[src/rtl/tile_boot_regs.vh]
/*
 constants for the tile boot loader: strap codes, timing counts, link tokens, usercode fields.
 assumes a 10 MHz core clock.
*/
`ifndef TILE_BOOT_REGS_VH
`define TILE_BOOT_REGS_VH
`define CLK_MHZ 10
`define INIT_TIME_US 15
`define INIT_CYCLES 8'd150
`define LINK_EN_TIME_US 2
`define LINK_EN_CYCLES 8'd20
`define STRAP_QSPI 3'h0
`define STRAP_SPI_MASTER 3'h1
`define STRAP_SPI_SLAVE_A 3'h2
`define STRAP_SPI_SLAVE_B 3'h3
`define STRAP_LINK 3'h4
`define SRC_NONE 3'h0
`define SRC_QSPI 3'h1
`define SRC_SPI_MASTER 3'h2
`define SRC_SPI_SLAVE 3'h3
`define SRC_LINK 3'h4
`define SRC_OTP 3'h5
`define SEC_OTP_BOOT_BIT 5
`define SEC_USER_ID_LSB 22
`define SEC_USER_ID_MSB 31
`define USERCODE_REV_W 16
`define NULL_CHANEND 32'h0000ff02
`define TOKEN_END 8'h01
`define LINK_BITS 2
`endif

[src/rtl/boot_word_buffer.v]
/*
 two-entry word buffer with valid/ready on both sides.
 assumes a single clock and synchronous active-low reset.
*/
`timescale 1ns/1ns
module boot_word_buffer (
    input wire clk_i,
    input wire resetn_i,
    input wire in_valid_i,
    output wire in_ready_o,
    input wire [31:0] in_data_i,
    output wire out_valid_o,
    input wire out_ready_i,
    output wire [31:0] out_data_o
);
    reg [31:0] mem_q [0:1];
    reg wr_q;
    reg rd_q;
    reg [1:0] cnt_q;
    wire push = in_valid_i && (cnt_q != 2'h2);
    wire pop = out_ready_i && (cnt_q != 2'h0);
    assign in_ready_o = (cnt_q != 2'h2);
    assign out_valid_o = (cnt_q != 2'h0);
    assign out_data_o = mem_q[rd_q];
    always @(posedge clk_i) begin
        if (push) begin
            mem_q[wr_q] <= in_data_i;
        end
        if (!resetn_i) begin
            wr_q <= 1'b0;
            rd_q <= 1'b0;
            cnt_q <= 2'h0;
        end else begin
            if (push) begin
                wr_q <= ~wr_q;
            end
            if (pop) begin
                rd_q <= ~rd_q;
            end
            cnt_q <= cnt_q + {1'b0, push} - {1'b0, pop};
        end
    end
endmodule // boot_word_buffer

[src/rtl/tile_boot_loader.v]
/*
 reset release, boot source selection, spi slave and link image loading, usercode.
 assumes a 10 MHz clk_i; all pins are asynchronous and synchronised here.
*/
`timescale 1ns/1ns
`include "tile_boot_regs.vh"
// Contract
// - hold in reset; boot after init delay
// - pull-downs on all gpio in reset
// - ports attach to clock block zero
// - otp bit 5 overrides strap source
// - straps choose boot source, link only 100
// - image: size word then s words
// - spi slave modes 0/0 and 1/1 only
// - spi slave bytes arrive lsb first
// - link runs two-wire or five-wire mode
// - links enabled about 2 us after start
// - link enable: pulls off, tx low, watch
// - first link word names ack channel
// - image then end token on chanend zero
// - send end ack, free chanend, run
// - usercode: user id, unused, revision
// - user id from otp bits 22..31
module tile_boot_loader (
    input wire clk_i,
    input wire resetn_i,
    input wire boot_strap_bit2_i,
    input wire boot_strap_bit1_i,
    input wire boot_strap_bit0_i,
    input wire [31:0] otp_security_i,
    input wire [15:0] silicon_rev_i,
    input wire boot_slave_select_pin_i,
    input wire boot_slave_clock_pin_i,
    input wire boot_slave_data_pin_i,
    input wire spi_cpol_i,
    input wire link_five_wire_i,
    input wire link_zero_clk_i,
    input wire [1:0] link_zero_rx_i,
    input wire prog_ready_i,
    output reg gpio_pulldown_o,
    output reg [2:0] port_clock_block_o,
    output reg [2:0] boot_source_o,
    output reg spi_slave_pins_en_o,
    output reg link_zero_en_o,
    output reg link_zero_pulldown_o,
    output reg [1:0] link_zero_tx_o,
    output reg link_zero_tx_oe_o,
    output reg link_five_wire_o,
    output reg chanend0_alloc_o,
    output reg [31:0] ack_chanend_o,
    output reg ack_token_valid_o,
    output reg [7:0] ack_token_o,
    output reg prog_valid_o,
    output reg [31:0] prog_word_o,
    output reg [31:0] prog_size_o,
    output reg boot_done_o,
    output reg run_o,
    output reg [31:0] usercode_o
);
    localparam ST_INIT = 3'h0;
    localparam ST_SEL = 3'h1;
    localparam ST_LINK_WAIT = 3'h2;
    localparam ST_LOAD = 3'h3;
    localparam ST_END = 3'h4;
    localparam ST_RUN = 3'h5;
    localparam LD_ACK = 2'h0;
    localparam LD_SIZE = 2'h1;
    localparam LD_PROG = 2'h2;
    localparam LD_CRC = 2'h3;

    // high in the cycle that the current sample is 1 while the delayed sample is still 0
    function rise;
        input cur;
        input prev;
        begin
            rise = cur & ~prev;
        end
    endfunction

    reg [2:0] strap_m_q, strap_q;
    reg ss_m_q, ss_q, ss_d1_q;
    reg sck_m_q, sck_q, sck_d1_q;
    reg mosi_m_q, mosi_q;
    reg lclk_m_q, lclk_q, lclk_d1_q;
    reg [1:0] lrx_m_q, lrx_q;
    reg [2:0] state_q;
    reg [1:0] ld_q;
    reg [7:0] timer_q;
    reg [7:0] shift_q;
    reg [2:0] bit_q;
    reg [31:0] word_q;
    reg [1:0] byte_q;
    reg word_valid_q;
    reg [31:0] count_q;
    reg [7:0] tok_q;
    reg [3:0] tok_bits_q;
    reg tok_mode_q;
    reg sck_armed_q;

    wire buf_in_ready;
    wire buf_out_valid;
    wire [31:0] buf_out_data;
    wire ss_active = ~ss_q;
    wire sck_sample = rise(sck_q, sck_d1_q) & sck_armed_q;
    wire lclk_edge = rise(lclk_q, lclk_d1_q);
    wire fill_en = (state_q == ST_LOAD);
    wire [7:0] spi_byte = {mosi_q, shift_q[7:1]};
    wire is_spi = (boot_source_o == `SRC_SPI_SLAVE);
    wire is_link = (boot_source_o == `SRC_LINK);

    boot_word_buffer u_buf (
        .clk_i(clk_i),
        .resetn_i(resetn_i),
        .in_valid_i(word_valid_q),
        .in_ready_o(buf_in_ready),
        .in_data_i(word_q),
        .out_valid_o(buf_out_valid),
        .out_ready_i(fill_en && (ld_q == LD_ACK || ld_q == LD_SIZE || ld_q == LD_CRC || prog_ready_i)),
        .out_data_o(buf_out_data)
    );

    // pin synchronisers
    always @(posedge clk_i) begin
        strap_m_q <= {boot_strap_bit2_i, boot_strap_bit1_i, boot_strap_bit0_i};
        strap_q <= strap_m_q;
        ss_m_q <= boot_slave_select_pin_i;
        ss_q <= ss_m_q;
        ss_d1_q <= ss_q;
        sck_m_q <= boot_slave_clock_pin_i;
        sck_q <= sck_m_q;
        sck_d1_q <= sck_q;
        mosi_m_q <= boot_slave_data_pin_i;
        mosi_q <= mosi_m_q;
        lclk_m_q <= link_zero_clk_i;
        lclk_q <= lclk_m_q;
        lclk_d1_q <= lclk_q;
        lrx_m_q <= link_zero_rx_i;
        lrx_q <= lrx_m_q;
    end

    always @(posedge clk_i) begin
        if (!resetn_i) begin
            gpio_pulldown_o <= 1'b1;
            port_clock_block_o <= 3'h0;
            boot_source_o <= `SRC_NONE;
            spi_slave_pins_en_o <= 1'b0;
            link_zero_en_o <= 1'b0;
            link_zero_pulldown_o <= 1'b1;
            link_zero_tx_o <= 2'h0;
            link_zero_tx_oe_o <= 1'b0;
            link_five_wire_o <= 1'b0;
            chanend0_alloc_o <= 1'b0;
            ack_chanend_o <= `NULL_CHANEND;
            ack_token_valid_o <= 1'b0;
            ack_token_o <= 8'h00;
            prog_valid_o <= 1'b0;
            prog_word_o <= 32'h0;
            prog_size_o <= 32'h0;
            boot_done_o <= 1'b0;
            run_o <= 1'b0;
            usercode_o <= 32'h0;
            state_q <= ST_INIT;
            ld_q <= LD_ACK;
            timer_q <= 8'h0;
            shift_q <= 8'h0;
            bit_q <= 3'h0;
            word_q <= 32'h0;
            byte_q <= 2'h0;
            word_valid_q <= 1'b0;
            count_q <= 32'h0;
            tok_q <= 8'h0;
            tok_bits_q <= 4'h0;
            tok_mode_q <= 1'b0;
            sck_armed_q <= 1'b0;
        end else begin
            usercode_o <= {otp_security_i[`SEC_USER_ID_MSB:`SEC_USER_ID_LSB],
                6'h0, silicon_rev_i};
            prog_valid_o <= 1'b0;
            ack_token_valid_o <= 1'b0;
            if (word_valid_q && buf_in_ready) begin
                word_valid_q <= 1'b0;
            end
            case (state_q)
                ST_INIT: begin
                    timer_q <= timer_q + 8'h1;
                    if (timer_q == `INIT_CYCLES) begin
                        gpio_pulldown_o <= 1'b0;
                        timer_q <= 8'h0;
                        state_q <= ST_SEL;
                    end
                end
                ST_SEL: begin
                    if (otp_security_i[`SEC_OTP_BOOT_BIT]) begin
                        boot_source_o <= `SRC_OTP;
                        state_q <= ST_END;
                    end else begin
                        case (strap_q)
                            `STRAP_QSPI: begin
                                boot_source_o <= `SRC_QSPI;
                                state_q <= ST_END;
                            end
                            `STRAP_SPI_MASTER: begin
                                boot_source_o <= `SRC_SPI_MASTER;
                                state_q <= ST_END;
                            end
                            `STRAP_SPI_SLAVE_A, `STRAP_SPI_SLAVE_B: begin
                                boot_source_o <= `SRC_SPI_SLAVE;
                                spi_slave_pins_en_o <= 1'b1;
                                state_q <= ST_LOAD;
                            end
                            `STRAP_LINK: begin
                                boot_source_o <= `SRC_LINK;
                                state_q <= ST_LINK_WAIT;
                            end
                            default: begin
                                boot_source_o <= `SRC_NONE;
                                state_q <= ST_END;
                            end
                        endcase
                    end
                end
                ST_LINK_WAIT: begin
                    timer_q <= timer_q + 8'h1;
                    if (timer_q == `LINK_EN_CYCLES) begin
                        link_zero_en_o <= 1'b1;
                        link_zero_pulldown_o <= 1'b0;
                        link_zero_tx_o <= 2'h0;
                        link_zero_tx_oe_o <= 1'b1;
                        link_five_wire_o <= link_five_wire_i;
                        chanend0_alloc_o <= 1'b1;
                        state_q <= ST_LOAD;
                    end
                end
                ST_LOAD: begin
                    // spi slave byte assembly
                    if (is_spi) begin
                        sck_armed_q <= ss_active && (sck_armed_q || (sck_q == spi_cpol_i));
                        if (!ss_active || rise(ss_q, ss_d1_q) || (ss_d1_q & ~ss_q)) begin
                            bit_q <= 3'h0;
                            byte_q <= 2'h0;
                        end else if (sck_sample && !word_valid_q) begin
                            shift_q <= spi_byte;
                            bit_q <= bit_q + 3'h1;
                            if (bit_q == 3'h7) begin
                                word_q <= {spi_byte, word_q[31:8]};
                                byte_q <= byte_q + 2'h1;
                                if (byte_q == 2'h3) begin
                                    word_valid_q <= 1'b1;
                                end
                            end
                        end
                    end
                    // link: two bits per rising link clock edge, lsb first
                    if (is_link && lclk_edge && !word_valid_q) begin
                        if (tok_mode_q) begin
                            tok_q <= {lrx_q, tok_q[7:2]};
                            tok_bits_q <= tok_bits_q + 4'h2;
                            if (tok_bits_q == 4'h6 && {lrx_q, tok_q[7:2]} == `TOKEN_END) begin
                                state_q <= ST_END;
                            end
                        end else begin
                            word_q <= {lrx_q, word_q[31:2]};
                            shift_q <= shift_q + 8'h1;
                            if (shift_q == 8'd15) begin
                                shift_q <= 8'h0;
                                word_valid_q <= 1'b1;
                            end
                        end
                    end
                    if (buf_out_valid) begin
                        case (ld_q)
                            LD_ACK: begin
                                if (is_link) begin
                                    ack_chanend_o <= buf_out_data;
                                    ld_q <= LD_SIZE;
                                end else begin
                                    prog_size_o <= buf_out_data;
                                    count_q <= buf_out_data;
                                    ld_q <= LD_PROG;
                                    if (buf_out_data == 32'h0) begin
                                        state_q <= ST_END;
                                    end
                                end
                            end
                            LD_SIZE: begin
                                prog_size_o <= buf_out_data;
                                count_q <= buf_out_data;
                                ld_q <= (buf_out_data == 32'h0) ? LD_CRC : LD_PROG;
                            end
                            LD_PROG: begin
                                if (prog_ready_i) begin
                                    prog_valid_o <= 1'b1;
                                    prog_word_o <= buf_out_data;
                                    count_q <= count_q - 32'h1;
                                    if (count_q == 32'h1) begin
                                        if (is_link) begin
                                            ld_q <= LD_CRC;
                                        end else begin
                                            state_q <= ST_END;
                                        end
                                    end
                                end
                            end
                            LD_CRC: begin
                                tok_mode_q <= 1'b1;
                                tok_bits_q <= 4'h0;
                            end
                            default: begin
                                ld_q <= LD_ACK;
                            end
                        endcase
                    end
                end
                ST_END: begin
                    if (is_link) begin
                        if (ack_chanend_o != `NULL_CHANEND) begin
                            ack_token_valid_o <= 1'b1;
                            ack_token_o <= `TOKEN_END;
                        end
                        chanend0_alloc_o <= 1'b0;
                    end
                    boot_done_o <= 1'b1;
                    state_q <= ST_RUN;
                end
                ST_RUN: begin
                    run_o <= 1'b1;
                end
                default: begin
                    state_q <= ST_INIT;
                end
            endcase
        end
    end
endmodule // tile_boot_loader

[config.mk]
export PLATFORM = sky130hd
export DESIGN_NAME = tile_boot_loader
export DESIGN_NICKNAME = d
export VERILOG_FILES = /design/src/rtl/boot_word_buffer.v /design/src/rtl/tile_boot_loader.v
export VERILOG_INCLUDE_DIRS = /design/src /design/src/rtl
export SDC_FILE = /design/constraint.sdc
export NUM_CORES = 1
export LEC_CHECK = 0
export BUFFER_PORTS_ARGS = -buffer_cell sky130_fd_sc_hd__buf_4
export CORE_AREA = 3 3 222 224
export CTS_CLUSTER_SIZE = 25
export DETAILED_ROUTE_END_ITERATION = 12
export DIE_AREA = 0 0 225 227
export GPL_TIMING_DRIVEN = 1
export HOLD_SLACK_MARGIN = 0.1
export PLACE_DENSITY = 0.42
export RECOVER_POWER = 100
export SLEW_MARGIN = 20
export SYNTH_ARGS = -nofsm -noshare
export SYNTH_HDL_FRONTEND = slang
export SYNTH_SLANG_ARGS = --single-unit
[constraint.sdc]
create_clock -name clk_i -period 7 [get_ports clk_i]
set_clock_uncertainty 0.05 [all_clocks]
set_input_delay 1.4 -clock clk_i [delete_from_list [all_inputs] [get_ports clk_i]]
set_output_delay 1.4 -clock clk_i [all_outputs]
set_load 0.01 [all_outputs]
==> impl_metrics.py, run 1 <==
metrics = {
    "clocking": {
        "cts_tree": "yes",
        "cts_sinks": 328,
        "clk_latency_ns": 0.58,
        "cts-root-buf": "clkbuf_16",
        "clockBufferDepth": 3,
        "path_clk_slew_ns": 0.06,
        "htreeDepth": 2,
        "cts_resized": 0,
        "postCtsHoldBufs": 0,
        "numCtsBuffers": 41,
        "post_cts_buffers": 0,
    },
    "timing": {
        "setup_violations": 0,
        "hold_viol": 0,
        "worst_pin_slew_ns": 2.41,
        "min_period_ns": 4.25,
        "fmax_mhz": 235,
        "tns_ns": 0,
        "relSlewSlack": -0.607,
        "finalMaxSlewViolations": 198,
        "period_share": 0.607,
        "grt_setup_unrepaired": "no",
    },
    "layout": {
        "fillers": 4994,
        "syn_to_final_growth_pct": 21.3,
        "seqCellArea_um2": 7210,
        "drive_gt1_frac": 0.105,
        "final_common_cell": "dfxtp_1",
        "diodes": 0,
        "multi_input_area_um2": 5630,
        "final_cell_mix": "dfxtp_1 (263), nor2_1 (188), clkbuf_1 (147)",
        "finalNetCount": 1613,
    },
    "global_route": {
        "grt_max_degree": 68,
        "overflow": 0,
        "antenna_found_initial": 0,
        "grt_pass1_wl_um": 62500,
        "grt_pass1_vias": 10100,
        "grt_use_total": 0.158,
    },
    "setup_path": {
        "worst-path-max-fanout": 59,
        "worst-endpoint-required_ns": 7.40,
        "arrival_ns": 4.65,
        "worstPathCellList": "or3b_2 > or4_1 > buf_4 > a21oi_4 > clkbuf_1 > nor2_1 > a311oi_1",
        "path_class": "reg2reg",
        "worst_setup_path_start_kind": "flop",
        "cp-end-kind": "flop",
        "critPathTopFamily": "buffers and inverters",
        "max_stage_delay_ns": 1.73,
        "cp_num_buf_inv": 2,
        "slowest_stage": "clkbuf_1",
    },
    "placement": {
        "port_buffers": 177,
        "hpwl_um": 27800,
        "place.gp.congestion": 0.770,
    },
    "synthesis": {
        "synthArstFlopShare": 0,
        "yosysTopAreaCell": "dfxtp_1",
        "syn_area_per_cell_um2": 9.65,
        "synth.distinct_cells": 72,
        "synthCells": 1374,
        "syn_area_um2": 13300,
        "ys.flop_type": "dfxtp_1",
        "synth_seq_cells": 328,
        "synth.yosys.warnings": 0,
        "seq_area_frac_synth": 0.543,
        "synth_edf_count": 64,
        "synth.area.top_cells": "dfxtp_1 (40%), edfxtp_1 (14%), nor2_1 (5.4%)",
        "yosysTopAreaCellShare": 0.398,
    },
    "drt": {
        "viasPerCell": 4.89,
        "wl_um": 41300,
        "num_vias": 10700,
        "wl_per_cell_um": 18.9,
        "drt_iter0_drc": 678,
        "drc_errors": 0,
        "drtAntennaViolNets": 0,
        "drtPass1Iterations": 5,
    },
    "die": {
        "die_x_um": 225,
        "dieArea_um2": 51100,
        "coreArea_um2": 47500,
        "chipHeight_um": 227,
        "start_util": 0.279,
        "io_pins": 217,
        "rows": 80,
    },
    "min_path": {
        "min_path_type": "reg2reg",
    },
    "pwr": {
        "p_total_mw": 4.14,
        "peakVddDrop_mv": 0.159,
        "p_leak_nw": 5.48,
        "p_per_area_nw_per_um2": 257,
    },
    "outcome": {
        "violations": "capacitance limit, slew limit",
        "outcome": "complete, but fails checks",
    },
    "flow_run": {
        "max_cap_violations": 5,
    },
}
-- cell families after synthesis --
family / count (synthesis) / share of synthesized area
xor+xnor: 15 / 0.00990
fa+ha+maj: 17 / 0.0160
flops: 328 / 0.543
simple gates: 516 / 0.185
mux: 38 / 0.0289
compound gates: 334 / 0.176
other cells: 1 / 0.000283
buf+inv: 125 / 0.0415
-- per-layer routing --
layer | up-vias | global-route usage | wire [µm]
met5 | - | 0 | 0
met3 | 54 | 0.0316 | 2010
li1 | 5331 | - | -
met2 | 217 | 0.260 | 19300
met1 | 5073 | 0.214 | 19200
met4 | 0 | 0.0420 | 910
-- worst register-to-register path: cells and delay by family (launching register included) --
kind / cells / cell delay, ns
buffers and inverters: 2 / 2.03
AO/OA/AOI/OAI: 2 / 0.51
AND/OR/NAND/NOR: 3 / 1.16
flip-flops: 1 / 0.38
-- cell usage after synthesis, types with 5 or more instances --
master,instances
ha_1,17
o31a_1,8
dfxtp_1,264
a21o_1,5
o221a_2,5
nor4b_1,5
inv_1,15
o21ai_0,49
edfxtp_1,64
o22ai_1,14
a311oi_1,27
nor3_1,27
xor2_1,11
nand2_1,125
nor4_1,26
nand4_1,14
o21a_1,10
mux2i_1,36
nor2_1,191
a21oi_1,60
clkbuf_1,80
or4_1,13
nor3b_1,5
a211oi_1,91
a31oi_1,8
o211ai_1,12
buf_4,19
or3_1,11
o31ai_1,8
nand3_1,31
buf_2,8
and2_1,30
nor2b_1,6
nand2b_1,7
-- per-stage QoR --
step | utilization | hold WS, ns | instance area (µm²) | setup WS (ns) | instances
2_1_floorplan | - | 0.260 | 13300 | 4.05 | 1391
3_3_place_gp | 0.320 | 0.263 | 15200 | 3.66 | 2106
3_5_place_dp | 0.320 | 0.262 | 15200 | 3.66 | 2106
4_1_cts | 0.349 | 0.277 | 16600 | 4.02 | 2182
5_1_grt | 0.338 | 0.280 | 16100 | 2.21 | 2182
6_report | 0.338 | 0.274 | 16100 | 2.75 | 2182
-- power by group --
group | total (mW) | switching [mW] | internal (mW)
registers | 1.94 | 0.00889 | 1.93
clock network | 2.12 | 0.871 | 1.25
logic | 0.0730 | 0.0461 | 0.0268
total | 4.14 | 0.926 | 3.21
-- area by class of cell --
cell class	instances	area share
clock inverters	22	0.0138
clock buffers	54	0.0718
repair buffers	209	0.0644
inverters	16	0.00389
flip-flops and latches	328	0.448
well taps	615	0.0478
multi-input cells	938	0.350
-- path summary, 6_finish.rpt --
path                    start    endpoint  slack, ns  cells past startpoint
max          boot_source_o[2]   word_q[0]       2.75                      7
min              strap_m_q[1]  strap_q[1]       0.27                      0
max reg2reg  boot_source_o[2]   word_q[0]       2.75                      7
min reg2reg      strap_m_q[1]  strap_q[1]       0.27                      0
-- state kept, by name, indices dropped and copies added (netlist names), 3 cells and up, named ones only --
| name | cells |
|---|---|
| strap_m_q | 3 |
| bit_q | 3 |
| prog_word_o | 32 |
| word_q | 32 |
| state_q | 3 |
| tok_q | 6 |
| strap_q | 3 |
| count_q | 32 |
| ack_chanend_o | 32 |
| usercode_o | 26 |
| timer_q | 8 |
| u_buf.mem_q | 64 |
| tok_bits_q | 3 |
| prog_size_o | 32 |
| boot_source_o | 3 |
| shift_q | 8 |
Note: power is estimated with default switching activity, not from simulation.
==> run 2: changes to the inputs <==
Settings changed: PLACE_DENSITY 0.42 to 0.44.
Clock period 7 ns to 3.5 ns, I/O delays scaled along.
==> run 2 against run 1 <==
  * Global-route usage fell by 0.12 points
  * Largest power group unchanged
  * Worst setup slack worse by 2.3 ns
  * The run still ends with capacitance limit, slew limit left
  * Core utilization rose by 0.16 points
  * Critical endpoint is now word_q[8]
  * Clock-buffer cell count is 1 higher
==> impl_metrics.py, run 2 (synthesized netlist as in run 1, its figures left out) <==
metrics = {
    "timing": {
        "period_share": 0.860,
        "relSlewSlack": -0.328,
        "grt_setup_unrepaired": "no",
        "hold_viol": 0,
        "finalMaxSlewViolations": 66,
        "fmax_mhz": 332,
        "worst_pin_slew_ns": 1.99,
        "min_period_ns": 3.01,
        "timing.final.ws_setup_ns": 0.492,
        "tns_ns": 0,
        "setup_violations": 0,
    },
    "setup_path": {
        "arrival_ns": 3.43,
        "crit_start": "boot_source_o[2]",
        "cp-end-kind": "flop",
        "worst-endpoint-required_ns": 3.92,
        "worst_setup_path_start_kind": "flop",
        "rrSetupSlack_ns": 0.49,
        "rr_startpoint": "boot_source_o[2]",
        "path_class": "reg2reg",
        "worst-path-max-fanout": 59,
    },
    "die": {
        "die_x_um": 225,
        "dieArea_um2": 51100,
        "start_util": 0.279,
        "chipHeight_um": 227,
        "io_pins": 217,
        "coreArea_um2": 47500,
        "rows": 80,
    },
    "clocking": {
        "cts_sinks": 328,
        "clockBufferDepth": 3,
        "cts_resized": 0,
        "htreeDepth": 2,
        "path_clk_slew_ns": 0.06,
        "post_cts_buffers": 0,
        "clk_latency_ns": 0.58,
        "cts_tree": "yes",
        "numCtsBuffers": 40,
        "postCtsHoldBufs": 0,
        "cts-root-buf": "clkbuf_16",
    },
    "min_path": {
        "min_path_type": "in2reg",
        "holdCritStartpoint": "boot_slave_clock_pin_i",
    },
    "pwr": {
        "p_comb_frac": 0.018,
        "pwr-share-seq": 0.475,
        "power.switching_mw": 1.80,
        "clockPowerShare": 0.507,
        "p_per_area_nw_per_um2": 506,
        "p_int_mw": 6.38,
        "peakVddDrop_mv": 0.303,
        "p_leak_nw": 5.52,
        "sw_frac_of_total": 0.220,
    },
    "layout": {
        "final_cell_mix": "dfxtp_1 (263), nor2_1 (188), clkbuf_1 (159)",
        "diodes": 0,
        "max_flop_register": "u_buf.mem_q",
        "fin_util": 0.340,
        "syn_to_final_growth_pct": 21.8,
        "finalNetCount": 1632,
        "largest_reg_flops": 64,
        "drive_gt1_frac": 0.102,
        "final_common_cell": "dfxtp_1",
    },
    "global_route": {
        "use_met1": 0.213,
        "grt_pass1_wl_um": 62200,
        "grt_max_degree": 88,
        "antenna_found_initial": 0,
        "grt_pass1_vias": 10300,
        "grtUsageMet2": 0.250,
        "grt_use_total": 0.157,
        "overflow": 0,
        "use_met3": 0.0302,
        "gr-max-usage-layer": "met2",
    },
    "placement": {
        "hpwl_um": 28300,
        "place_ws_ns": 0.777,
        "port_buffers": 177,
        "place.gp.congestion": 0.779,
    },
    "drt": {
        "drc_errors": 0,
        "drtAntennaViolNets": 0,
        "drtPass1Iterations": 4,
        "viasPerCell": 4.96,
        "wl_um": 41200,
        "num_vias": 10900,
        "wl_per_cell_um": 18.7,
        "drt_iter0_drc": 738,
    },
    "outcome": {
        "outcome": "complete, but fails checks",
        "violations": "capacitance limit, slew limit",
    },
    "flow_run": {
        "max_cap_violations": 2,
    },
}
[run 2: path summary, 6_finish.rpt]
| path | to | depth (start not counted) |
|---|---|---|
| worst min register to register | strap_q[1] | 0 |
| worst max-delay path | word_q[8] | 6 |
| worst max register to register | word_q[8] | 6 |
| worst min-delay path | sck_m_q | 1 |
[run 2: per-stage QoR]
stage	total power [mW]	instance area (µm²)	std cells	hold slack (ns)
after detailed placement	4.14	15400	2126	0.262
final	8.18	16200	2199	0.209
after global placement	4.14	15400	2126	0.264
after CTS	8.33	16700	2199	0.150
after global routing	8.49	16200	2199	0.172
after floorplan	4.06	13300	1391	0.260
[run 2: power groups by stage]
stage	Sequential (mW)	Clock [mW]	Combinational (mW)
2_1_floorplan	3.97	0	0.0865
3_3_place_gp	3.97	0	0.168
3_5_place_dp	3.97	0	0.169
4_1_cts	3.89	4.28	0.169
5_1_grt	3.89	4.43	0.169
6_report	3.89	4.14	0.150
[run 2: final cells by class]
type                            count  area [µm²]
Clock buffer                       55        1070
Multi-Input combinational cell    938        5600
Tap cell                          615         769
Fill cell                        4974       31400
Timing Repair Buffer              229        1210
Clock inverter                     18         241
Sequential cell                   328        7210
Inverter                           16        61.3
[run 2: metal layers]
metal | part of all wire | vias to the layer above
li1 | - | 5366
met1 | 0.46 | 5225
met2 | 0.46 | 245
met3 | 0.046 | 69
met4 | 0.034 | 0
met5 | 0 | -
[run 2: critical path, cell delays in order, from the launching register on]
cell and delay, ns:
dfxtp_1 0.38, or3b_2 0.55, or4_1 0.80, a21oi_4 0.20, clkbuf_4 0.54, nor2_1 0.08, a311oi_1 0.27
==> run 3: changes to the inputs <==
Settings changed: RECOVER_POWER 100 to unset.
==> run 3 against run 2 <==
  * The run now ends clean
  * Routed wire length shrank 0.35%
  * Cell count is the same
  * Critical path depth is the same
  * Sequential power is essentially flat
  * Register-to-register slack gained 0.24 ns
  * Critical endpoint unchanged
==> impl_metrics.py, run 3 (synthesized netlist as in run 1, its figures left out) <==
metrics = {
    "timing": {
        "fmax_mhz": 361,
        "grt_setup_unrepaired": "no",
        "holdWs_ns": 0.187,
        "worst_pin_slew_ns": 1.02,
        "timing.final.ws_setup_ns": 0.730,
        "setup_violations": 0,
        "tns_ns": 0,
        "relSlewSlack": 0.300,
        "min_period_ns": 2.77,
        "finalMaxSlewViolations": 0,
        "hold_viol": 0,
        "period_share": 0.791,
    },
    "clocking": {
        "clockBufferDepth": 3,
        "cts_tree": "yes",
        "cts_sinks": 328,
        "numCtsBuffers": 40,
        "path_clk_slew_ns": 0.06,
        "post_cts_buffers": 0,
        "postCtsHoldBufs": 0,
        "cts_resized": 0,
        "cts-root-buf": "clkbuf_16",
        "clk_latency_ns": 0.58,
        "htreeDepth": 2,
    },
    "die": {
        "coreArea_um2": 47500,
        "chipHeight_um": 227,
        "io_pins": 217,
        "dieArea_um2": 51100,
        "die_x_um": 225,
        "rows": 80,
        "start_util": 0.279,
    },
    "setup_path": {
        "worst_setup_path_start_kind": "flop",
        "max_stage_delay_ns": 0.80,
        "worstPathCellList": "or3b_2 > or4_1 > a21oi_4 > buf_12 > nor2_1 > a311oi_1",
        "reg2reg_depth": 6,
        "rr_startpoint": "boot_source_o[2]",
        "arrival_ns": 3.19,
        "slowest_stage": "or4_1",
        "r2r-end": "word_q[8]",
        "rrSetupSlack_ns": 0.73,
        "worst-endpoint-required_ns": 3.92,
        "path_class": "reg2reg",
        "cp-end-kind": "flop",
        "worst-path-max-fanout": 59,
    },
    "pwr": {
        "p_leak_nw": 6.14,
        "peakVddDrop_mv": 0.304,
        "p_total_mw": 8.19,
        "p_per_area_nw_per_um2": 489,
    },
    "placement": {
        "port_buffers": 177,
        "place.gp.congestion": 0.779,
        "hpwl_um": 28300,
        "dp.cells": 2126,
        "place_ws_ns": 0.777,
    },
    "min_path": {
        "holdCritStartpoint": "boot_slave_clock_pin_i",
        "min_to": "sck_m_q",
        "min_path_type": "in2reg",
        "hold_path_depth": 1,
    },
    "layout": {
        "final_common_cell": "dfxtp_1",
        "max_flop_register": "u_buf.mem_q",
        "drive_gt1_frac": 0.196,
        "diodes": 0,
        "fin_cells": 2199,
        "final_cell_mix": "dfxtp_1 (263), buf_4 (225), nor2_1 (188)",
        "largest_reg_flops": 64,
        "fillers": 4824,
        "syn_to_final_growth_pct": 26.2,
        "finalNetCount": 1632,
    },
    "drt": {
        "drc_errors": 0,
        "num_vias": 10900,
        "wl_um": 41100,
        "drtAntennaViolNets": 0,
        "wl_per_cell_um": 18.7,
        "viasPerCell": 4.98,
        "drt_iter0_drc": 744,
        "drtPass1Iterations": 5,
    },
    "global_route": {
        "overflow": 0,
        "grt_use_total": 0.157,
        "grt_max_degree": 88,
        "grt_pass1_vias": 10300,
        "antenna_found_initial": 0,
        "grt_pass1_wl_um": 62200,
    },
    "flow_run": {
        "max_cap_violations": 0,
    },
    "outcome": {
        "outcome": "completed",
    },
}
## run 3: changes by cell type in the layout (fill, tap and decap cells not counted), moves of 2 or more
cell / change
buf_4: +156
clkbuf_1: -145
and2_0: -13
and2_1: +13
clkbuf_4: -10
clkbuf_2: -2
## run 3: worst max path at each step
stage | startpoint | endpoint | slack (ns) | cells past startpoint
after detailed placement | state_q[0] | count_q[17] | 0.78 | 7
after floorplan | boot_source_o[2] | word_q[17] | 1.07 | 7
after global placement | count_q[14] | count_q[30] | 0.79 | 5
after CTS | boot_source_o[2] | word_q[8] | 0.73 | 6
final | boot_source_o[2] | word_q[8] | 0.73 | 6
after global routing | state_q[0] | count_q[16] | 0.50 | 7
## run 3: per-stage QoR
stage / util / cell area, µm²
floorplan: - / 13300
global placement: 0.325 / 15400
detailed placement: 0.325 / 15400
CTS: 0.352 / 16700
global route: 0.352 / 16700
finish: 0.352 / 16700
## run 3: where the power goes
group	leakage, nW	internal (mW)	switching [mW]	total [mW]
clock	0.629	2.46	1.69	4.14
sequential	2.72	3.87	0.0185	3.89
combinational	2.78	0.0718	0.0931	0.165
## run 3: area by class of cell
cell class,instances,area [µm²],area share
clock buffer,55,1070,0.0637
clock inverter,18,241,0.0144
timing repair buffer,229,1770,0.106
multi-input combinational,938,5630,0.336
inverter,16,62.6,0.00374
tap,615,769,0.0460
sequential,328,7210,0.431
## run 3: layer usage
layer / share of wire / track usage / vias up / wire [µm]
li1: - / - / 5360 / -
met1: 0.46 / 0.213 / 5250 / 18800
met2: 0.46 / 0.250 / 268 / 18800
met3: 0.050 / 0.0302 / 68 / 2050
met4: 0.034 / 0.0597 / 0 / 1390
met5: 0 / 0 / - / 0
## run 3: critical path, delay by kind of cell (launching register included)
| kind | cells | cell delay (ns) |
|---|---|---|
| AOI/OAI and AO/OA | 2 | 0.51 |
| buffers and inverters | 1 | 0.26 |
| and+or+nand+nor | 3 | 1.43 |
| DFF | 1 | 0.39 |
